## src/uem_pkg.sv

```systemverilog
/*
 endpoint interrupt mask block: register offsets, field positions, reset values, carriers.
 assumes a plain one-cycle register port on a single 200 MHz clock.
*/
package uem_pkg;

   // ---------------------------------------------------------------
   // register map
   // ---------------------------------------------------------------
   localparam logic [11:0] OFS_IN_FIFO_EMPTY_IRQ_MASK = 12'h834;
   localparam logic [11:0] OFS_EP1_DEDICATED_IRQ      = 12'h838;
   localparam logic [11:0] OFS_EP1_DEDICATED_IRQ_MASK = 12'h83C;
   localparam logic [11:0] OFS_IN_EP1_EVENT_MASK      = 12'h840;
   localparam logic [11:0] OFS_OUT_EP1_EVENT_MASK     = 12'h880;
   localparam logic [11:0] OFS_EP1_EVENT_STATUS       = 12'h884;
   localparam logic [11:0] OFS_IRQ_STATUS             = 12'h888;
   localparam logic [11:0] OFS_IRQ_MASK               = 12'h88C;

   localparam logic [31:0] RST_VALUE = 32'h0000_0000;

   // ---------------------------------------------------------------
   // field positions and writable bits
   // ---------------------------------------------------------------
   localparam int BIT_OUT_EP1_IRQ = 17;
   localparam int BIT_IN_EP1_IRQ  = 1;
   localparam logic [31:0] WMASK_FIFO_EMPTY = 32'h0000_FFFF;
   localparam logic [31:0] WMASK_EP1_IRQ    = 32'h0002_0002;
   localparam logic [31:0] WMASK_IN_EP1     = 32'h0000_237B;
   localparam logic [31:0] WMASK_OUT_EP1    = 32'h0000_7307;
   localparam logic [1:0]  WMASK_IRQ        = 2'h3;

   // ---------------------------------------------------------------
   // carriers
   // ---------------------------------------------------------------
   typedef struct packed {
      logic [11:0] addr;
      logic [31:0] wdata;
      logic        wr;
      logic        rd;
   } uem_req_s;

   typedef struct packed {
      logic [15:0] fifo_empty;
      logic [31:0] in_ep1;
      logic [31:0] out_ep1;
   } uem_events_s;

endpackage

```

## src/uem_top.sv

```systemverilog
/*
 endpoint interrupt masking: fifo-empty masks, ep1 dedicated irq and event masks.
 assumes event pulses arrive on clk from the endpoint logic and one-cycle register strobes.
*/
// Chosen here: the strobed register port.
`timescale 1ns/10ps
`default_nettype none
module uem_top #(
   parameter int EPS = 16
) (
   input  wire logic                 clk,
   input  wire logic                 rst,
   input  wire uem_pkg::uem_req_s    req,
   output logic [31:0]               rdata,
   input  wire uem_pkg::uem_events_s events,
   output logic [EPS-1:0]            fifo_empty_irq,
   output logic                      in_ep1_irq,
   output logic                      out_ep1_irq,
   output logic                      irq
);

   // ---------------------------------------------------------------
   // registers
   // ---------------------------------------------------------------
   logic [31:0] fifo_mask_q;
   logic [31:0] ep1_mask_q;
   logic [31:0] in_mask_q;
   logic [31:0] out_mask_q;
   logic [31:0] in_stat_q;
   logic [31:0] out_stat_q;
   logic [EPS-1:0] fifo_stat_q;
   logic [1:0]  irq_stat_q;
   logic [1:0]  irq_mask_q;
   logic        in_req;
   logic        out_req;
   logic [31:0] ep1_irq;
   logic [31:0] rdata_d;
   logic        wr_in_stat;
   logic        wr_irq_stat;

   assign wr_in_stat  = req.wr && req.addr == uem_pkg::OFS_EP1_EVENT_STATUS;
   assign wr_irq_stat = req.wr && req.addr == uem_pkg::OFS_IRQ_STATUS;

   always_ff @(posedge clk or posedge rst) begin
      if (rst) begin
         fifo_mask_q <= uem_pkg::RST_VALUE;
         ep1_mask_q  <= uem_pkg::RST_VALUE;
         in_mask_q   <= uem_pkg::RST_VALUE;
         out_mask_q  <= uem_pkg::RST_VALUE;
         irq_mask_q  <= 2'h0;
      end else if (req.wr) begin
         if (req.addr == uem_pkg::OFS_IN_FIFO_EMPTY_IRQ_MASK) begin
            fifo_mask_q <= req.wdata & uem_pkg::WMASK_FIFO_EMPTY;
         end
         if (req.addr == uem_pkg::OFS_EP1_DEDICATED_IRQ_MASK) begin
            ep1_mask_q <= req.wdata & uem_pkg::WMASK_EP1_IRQ;
         end
         if (req.addr == uem_pkg::OFS_IN_EP1_EVENT_MASK) begin
            in_mask_q <= req.wdata & uem_pkg::WMASK_IN_EP1;
         end
         if (req.addr == uem_pkg::OFS_OUT_EP1_EVENT_MASK) begin
            out_mask_q <= req.wdata & uem_pkg::WMASK_OUT_EP1;
         end
         if (req.addr == uem_pkg::OFS_IRQ_MASK) begin
            irq_mask_q <= req.wdata[1:0] & uem_pkg::WMASK_IRQ;
         end
      end
   end

   // ---------------------------------------------------------------
   // event status, write one to clear, set wins
   // ---------------------------------------------------------------
   // record even when masked
   always_ff @(posedge clk or posedge rst) begin
      if (rst) begin
         in_stat_q  <= uem_pkg::RST_VALUE;
         out_stat_q <= uem_pkg::RST_VALUE;
      end else begin
         in_stat_q  <= (in_stat_q & ~(wr_in_stat ? req.wdata : 32'h0000_0000))
                       | (events.in_ep1 & uem_pkg::WMASK_IN_EP1);
         out_stat_q <= (out_stat_q & ~(wr_in_stat ? {16'h0000, req.wdata[31:16]} : 32'h0000_0000))
                       | (events.out_ep1 & uem_pkg::WMASK_OUT_EP1);
      end
   end

   // fifo-empty is a level from the tx fifo, so it simply follows it
   always_ff @(posedge clk or posedge rst) begin
      if (rst) begin
         fifo_stat_q <= '0;
      end else begin
         fifo_stat_q <= events.fifo_empty[EPS-1:0];
      end
   end

   // ---------------------------------------------------------------
   // request forming
   // ---------------------------------------------------------------
   uem_gate #(.W(32)) u_in_gate (
      .status (in_stat_q),
      .mask   (in_mask_q),
      .req    (in_req)
   );

   uem_gate #(.W(32)) u_out_gate (
      .status (out_stat_q),
      .mask   (out_mask_q),
      .req    (out_req)
   );

   always_comb begin
      ep1_irq = 32'h0000_0000;
      ep1_irq[uem_pkg::BIT_OUT_EP1_IRQ] = out_req;
      ep1_irq[uem_pkg::BIT_IN_EP1_IRQ]  = in_req;
   end

   genvar g;
   generate
      for (g = 0; g < EPS; g++) begin : g_fe
         always_ff @(posedge clk or posedge rst) begin
            if (rst) begin
               fifo_empty_irq[g] <= 1'b0;
            end else begin
               fifo_empty_irq[g] <= fifo_stat_q[g] & fifo_mask_q[g];
            end
         end
      end
   endgenerate

   always_ff @(posedge clk or posedge rst) begin
      if (rst) begin
         in_ep1_irq  <= 1'b0;
         out_ep1_irq <= 1'b0;
      end else begin
         in_ep1_irq  <= in_req & ep1_mask_q[uem_pkg::BIT_IN_EP1_IRQ];
         out_ep1_irq <= out_req & ep1_mask_q[uem_pkg::BIT_OUT_EP1_IRQ];
      end
   end

   // ---------------------------------------------------------------
   // sticky summary interrupt
   // ---------------------------------------------------------------
   always_ff @(posedge clk or posedge rst) begin
      if (rst) begin
         irq_stat_q <= 2'h0;
      end else begin
         irq_stat_q <= (irq_stat_q & ~(wr_irq_stat ? req.wdata[1:0] : 2'h0))
                       | {out_req & ep1_mask_q[uem_pkg::BIT_OUT_EP1_IRQ],
                          in_req & ep1_mask_q[uem_pkg::BIT_IN_EP1_IRQ]};
      end
   end

   // level irq registered so the output is a flop
   always_ff @(posedge clk or posedge rst) begin
      if (rst) begin
         irq <= 1'b0;
      end else begin
         irq <= |(irq_stat_q & irq_mask_q);
      end
   end

   // ---------------------------------------------------------------
   // read port
   // ---------------------------------------------------------------
   always_comb begin
      rdata_d = 32'h0000_0000;
      unique case (req.addr)
         uem_pkg::OFS_IN_FIFO_EMPTY_IRQ_MASK: rdata_d = fifo_mask_q;
         uem_pkg::OFS_EP1_DEDICATED_IRQ:      rdata_d = ep1_irq;
         uem_pkg::OFS_EP1_DEDICATED_IRQ_MASK: rdata_d = ep1_mask_q;
         uem_pkg::OFS_IN_EP1_EVENT_MASK:      rdata_d = in_mask_q;
         uem_pkg::OFS_OUT_EP1_EVENT_MASK:     rdata_d = out_mask_q;
         uem_pkg::OFS_EP1_EVENT_STATUS:       rdata_d = {out_stat_q[15:0], in_stat_q[15:0]};
         uem_pkg::OFS_IRQ_STATUS:             rdata_d = {30'h0000_0000, irq_stat_q};
         uem_pkg::OFS_IRQ_MASK:               rdata_d = {30'h0000_0000, irq_mask_q};
         default:                             rdata_d = 32'h0000_0000;
      endcase
   end

   // unmapped or idle reads give zero; data held only one cycle
   always_ff @(posedge clk or posedge rst) begin
      if (rst) begin
         rdata <= 32'h0000_0000;
      end else begin
         rdata <= req.rd ? rdata_d : 32'h0000_0000;
      end
   end

endmodule
`default_nettype wire

```

## src/uem_gate.sv

```systemverilog
/*
 and-or reduction of recorded events against their masks.
 assumes status and mask share one bit layout.
*/
`timescale 1ns/10ps
`default_nettype none
module uem_gate #(
   parameter int W = 32
) (
   input  wire logic [W-1:0] status,
   input  wire logic [W-1:0] mask,
   output logic              req
);
   assign req = |(status & mask);
endmodule
`default_nettype wire

```

## config.mk

```make
export PLATFORM = sky130hd
export DESIGN_NAME = uem_top
export DESIGN_NICKNAME = d
export VERILOG_FILES = /design/src/uem_pkg.sv /design/src/uem_top.sv /design/src/uem_gate.sv
export SDC_FILE = /design/constraint.sdc
export NUM_CORES = 1
export LEC_CHECK = 0
export ABC_AREA = 0
export BUFFER_PORTS_ARGS = -buffer_cell sky130_fd_sc_hd__buf_2
export CAP_MARGIN = 20
export CORE_ASPECT_RATIO = 0.8
export CORE_MARGIN = 10
export CORE_UTILIZATION = 49
export CTS_BUF_LIST = sky130_fd_sc_hd__clkbuf_8
export CTS_CLUSTER_DIAMETER = 50
export DETAILED_ROUTE_END_ITERATION = 10
export GPL_TIMING_DRIVEN = 0
export PLACE_DENSITY = 0.88
export SETUP_SLACK_MARGIN = 0.1
export SYNTH_ARGS = -nofsm -noshare
export SYNTH_HDL_FRONTEND = slang
export SYNTH_SLANG_ARGS = --single-unit
export TNS_END_PERCENT = 100
```

## constraint.sdc

```tcl
create_clock -name clk -period 8.9 [get_ports clk]
set_clock_uncertainty 0.05 [all_clocks]
set_input_delay 0.89 -clock clk [delete_from_list [all_inputs] [get_ports clk]]
set_output_delay 0.89 -clock clk [all_outputs]
set_load 0.005 [all_outputs]
```

After elaboration in Yosys (flattened, before gate mapping)
Cells that the tools add are included.

Register bits: 170. Input bits: 128. Output and inout port bits: 51. Logic and storage cells: 82.

Equal/unequal tests: 8. Bitwise operators: 30. Mux-type cells: 5. Reduce and logical (&&, ||, !) cells: 10.

Operator list (count): 32-bit case mux with 8 select lines (1); 12-bit equality test, second input constant (8); 32-bit AND (2); 32-bit 2-to-1 mux (2); 32-bit OR reduction (2); 32-bit by 14-bit AND with 32-bit output (1); 32-bit by 15-bit AND with 32-bit output (1); 16-bit NOT with 32-bit output (1); 32-bit NOT (1); 32-bit by 14-bit bitwise OR with 32-bit output (1); 32-bit by 15-bit bitwise OR with 32-bit output (1); 1-bit AND (18); 16-bit 2-to-1 mux (1); 2-bit AND reduction (5); 2-bit AND (2); 1-bit logical AND (2); 2-bit 2-to-1 mux (1); 2-bit NOT (1); 2-bit bitwise OR (1); 2-bit OR reduction (1).

Longest topological paths before layout
Word-level depth: 6. Depth in mapped cells: 7. Mapped depth without buffers: 4.

By module
A second synthesis with hierarchy kept.

Cell total of the unflattened synthesis: 449. Area, all modules: 6130.9 µm².

Modules (own cells, without submodules): uem_top (area an instance 5815.6 µm², times used 1, sequential area each 3853.7 µm², cells each 407); uem_gate (area an instance 157.7 µm², times used 2, sequential area each 0.0 µm², cells each 21).

Worst setup path before layout
No wires, ideal clock.

Path type: input to register. From: in req[43] in the netlist's numbering. To: reg fifo_mask_q[0]. Setup time: 125 ps. Slack: 6324 ps. Stages: 7. Buffers on the path: 3. Data arrival time: 2401 ps. Required time: 8725 ps. Path through: nor4b_1 and3_1 clkbuf_1 and3_1 buf_4 buf_4 mux2_2.

Word-level cells in the longest chain between the ends: 2.

Ends and longest elaborated chain: from (decl) (RTL line uem_top.sv:13) `input wire uem_pkg::uem_req_s req,`; 12-bit equality test (RTL line uem_top.sv:52) `if (req.addr == uem_pkg::OFS_IN_FIFO_EMPTY_IRQ_MASK) begin`; 2-bit AND reduction (no line); to (signal assigned) (RTL line uem_top.sv:46) `fifo_mask_q <= uem_pkg::RST_VALUE;`; to (signal assigned) (RTL line uem_top.sv:53) `fifo_mask_q <= req.wdata & uem_pkg::WMASK_FIFO_EMPTY;`; to (decl) (RTL line uem_top.sv:25) `logic [31:0] fifo_mask_q;`.

Every way passes these cells. A chain may end at the register's enable or synchronous reset.

Final worst setup path
From: in req[43] in the netlist's numbering. To: reg fifo_mask_q[7].

Same word-level chain as after synthesis.

==> results_dict.tcl <==
set metrics [dict create \
    path_cells "buf_2, nor4b_1, and3_1, clkbuf_1, and3_1, buf_4, buf_4, mux2_2" \
    cts_buffers 17 \
    tightest_slew_ns 0.993 \
    max-clock-path-buffers 2 \
    pre_cts_slack_ns 5.69 \
    arrival_ns 3.10 \
    final_common_cell "dfrtp_1" \
    async_flop_share_pct 100 \
    finalSetupViolCount 0 \
    io_pins 179 \
    gr-total-overflow 0 \
    post-route-period-util_pct 31.7 \
    postCtsSetupBuffers 0 \
    place_congestion 0.851 \
    wl_microns 14000 \
    fin_setup_tns_ns 0 \
    cts_resized 0 \
    die_h_microns 113 \
    ys_warn_count 0 \
    ant_nets 0 \
    dpl.hpwl_microns 10400 \
    antenna_found_initial 0 \
    num_vias 3819 \
    max-vdd-ir-drop_mv 0.123 \
    first_pass_iters 5 \
    slew_headroom_pct 32.8 \
    cp_max_fo 10 \
    required_ns 9.18 \
    final_nets 684 \
    final_cell_mix "dfrtp_1, buf_2, mux2_2" \
    crit_buf_inv 4 \
    avgSynthCellArea_sq_um 13.2 \
    drt_iter0_markers 358 \
    htree_levels 4 \
    grt_usage_pct 18.3 \
    clk_latency_ns 0.45 \
    routed_via_density 5.39 \
    grt_setup_unrepaired "no" \
    die_width_microns 137 \
    grt_max_degree 71 \
    syn_to_final_growth_pct 23.8 \
    timing.final.ws_setup_ns 6.08 \
    slew_violations 0 \
    syn_area_sq_um 5330 \
    grt_pass1_wl_microns 21800 \
    synth_seq_area_share_pct 64.8 \
    avgRoutedWirePerCell_microns 19.8 \
    grt_pass1_vias 4046 \
    hold_viol 0 \
    crit_family "simple AND/OR/NAND/NOR gates" \
    cts_tree "done" \
    clock_sinks 138 \
    synthesis.nets 532 \
    cts_root_buffer "clkbuf_8" \
    drc_errors 0 \
    nFillCells 827 \
    p_per_area_nw_per_um2 180 \
    setup.worst_path.start_class "primary input" \
    diodes 0 \
    drive_gt1_share_pct 41.5 \
    synth-main-ff-cell "dfrtp_1" \
    clk_pin_slew_ns 0.07 \
    max_stage_delay_ns 0.51 \
    worstSetupEndpointType "register" \
    dieArea_sq_um 15500 \
    synth_edf_count 0 \
    numPortBuffers 131 \
    netlist_instances 404 \
    cts-hold-fix-buffers 0 \
    drv_cap 0 \
    min_path_type "register to register" \
    leakage_nw 3.39 \
    synth-seq-cells 138 \
    coreArea_sq_um 10400 \
    start_util_pct 51.0 \
    synth_cell_types 45 \
    status "completed" \
    period_needed_ns 2.82 \
    max_freq_ghz 0.355 \
    critPathSlowestCell "nor4b_1" \
    critPathKind "primary input to register" \
    std_cell_rows 33 \
]
[cell type report]
cell class	instances	area [sq um]	share of cell area [%]
plain buffers	15	88.8	1.35
multi-input cells	231	1710	26.0
clock inverters	12	124	1.88
repair buffers	133	688	10.4
inverters	20	80.1	1.21
well taps	140	175	2.65
clock buffers	20	275	4.17
flip-flops and latches	138	3450	52.3
[stage by stage]
stage	instance area [sq um]	total power, W	utilization [%]	cells	hold WS [ns]
after floorplan	5330	0.000666	-	404	0.384
after global placement	6160	0.000694	59.0	675	0.391
after detailed placement	6200	0.000699	59.3	677	0.395
after CTS	6600	0.00120	63.2	709	0.412
after global routing	6600	0.00123	63.2	709	0.427
final	6600	0.00119	63.2	709	0.407
[where the power goes]
part | total [W] | internal (W) | leakage [nW] | switching (W)
Clock | 0.000504 | 0.000269 | 0.208 | 0.000234
Combinational | 0.0000532 | 0.0000205 | 1.38 | 0.0000327
Sequential | 0.000633 | 0.000631 | 1.80 | 0.00000148
[Yosys cell counts (2+ instances only)]
| master | number | share of area, % |
|---|---|---|
| buf_4 | 6 | 0.84 |
| mux2i_1 | 2 | 0.38 |
| nor3_1 | 3 | 0.28 |
| and2_1 | 21 | 2.5 |
| o21ai_0 | 5 | 0.47 |
| nand2b_1 | 5 | 0.59 |
| and3_1 | 9 | 1.1 |
| clkbuf_1 | 6 | 0.42 |
| nor2b_1 | 4 | 0.47 |
| nand3_1 | 4 | 0.38 |
| a31oi_1 | 19 | 2.2 |
| a222oi_1 | 4 | 0.75 |
| a21oi_1 | 6 | 0.56 |
| a22oi_1 | 12 | 1.7 |
| nor4b_1 | 2 | 0.33 |
| buf_2 | 2 | 0.19 |
| a21boi_0 | 15 | 2.1 |
| mux2_2 | 42 | 8.9 |
| a32oi_1 | 4 | 0.66 |
| nor2_1 | 29 | 2.0 |
| a22o_1 | 2 | 0.33 |
| nand2_1 | 8 | 0.56 |
| dfrtp_1 | 138 | 65 |
| and2_2 | 13 | 1.8 |
| inv_1 | 20 | 1.4 |
| nor3b_1 | 4 | 0.56 |
[cells by family (layout without fill, tap and decap cells)]
kind of cell	Yosys count	after routing	synth area share, %
compound gates	71	71	9.39
buf+inv	35	200	3.07
flops	138	138	64.8
mux	45	45	9.67
simple gates	115	115	13.1
[layer usage]
metal	global-route usage (%)	routed length (microns)
met3	7.96	1450
met5	0	0
met1	22.9	5690
met2	28.2	6660
met4	5.46	212
[final timing paths]
kind / from / end / slack, ns / cells past startpoint
hold / removal: fifo_stat_q[4]$_DFF_PP0_ / fifo_empty_irq[4]$_DFF_PP0_ / 0.41 / 1
max in group asynchronous: rst / out_mask_q[8]$_DFFE_PP0P_ / 7.55 / 3
setup / recovery: req[43] / fifo_mask_q[7]$_DFFE_PP0P_ / 6.08 / 8
hold reg to reg: fifo_stat_q[4]$_DFF_PP0_ / fifo_empty_irq[4]$_DFF_PP0_ / 0.41 / 1
setup reg to reg: in_mask_q[3]$_DFFE_PP0P_ / rdata[1]$_DFF_PP0_ / 7.37 / 4
min in group asynchronous: rst / in_stat_q[4]$_DFF_PP0_ / 0.50 / 2
[registers in the layout (all words and copies together), names as in the netlist]
name,cells
out_stat_q,16
in_mask_q,9
irq_stat_q,2
rdata,32
out_ep1_irq,1
irq_mask_q,2
in_ep1_irq,1
irq,1
fifo_mask_q,16
fifo_stat_q,16
out_mask_q,8
in_stat_q,16
ep1_mask_q,2
fifo_empty_irq,16
Power figures use the tool's default switching activity.
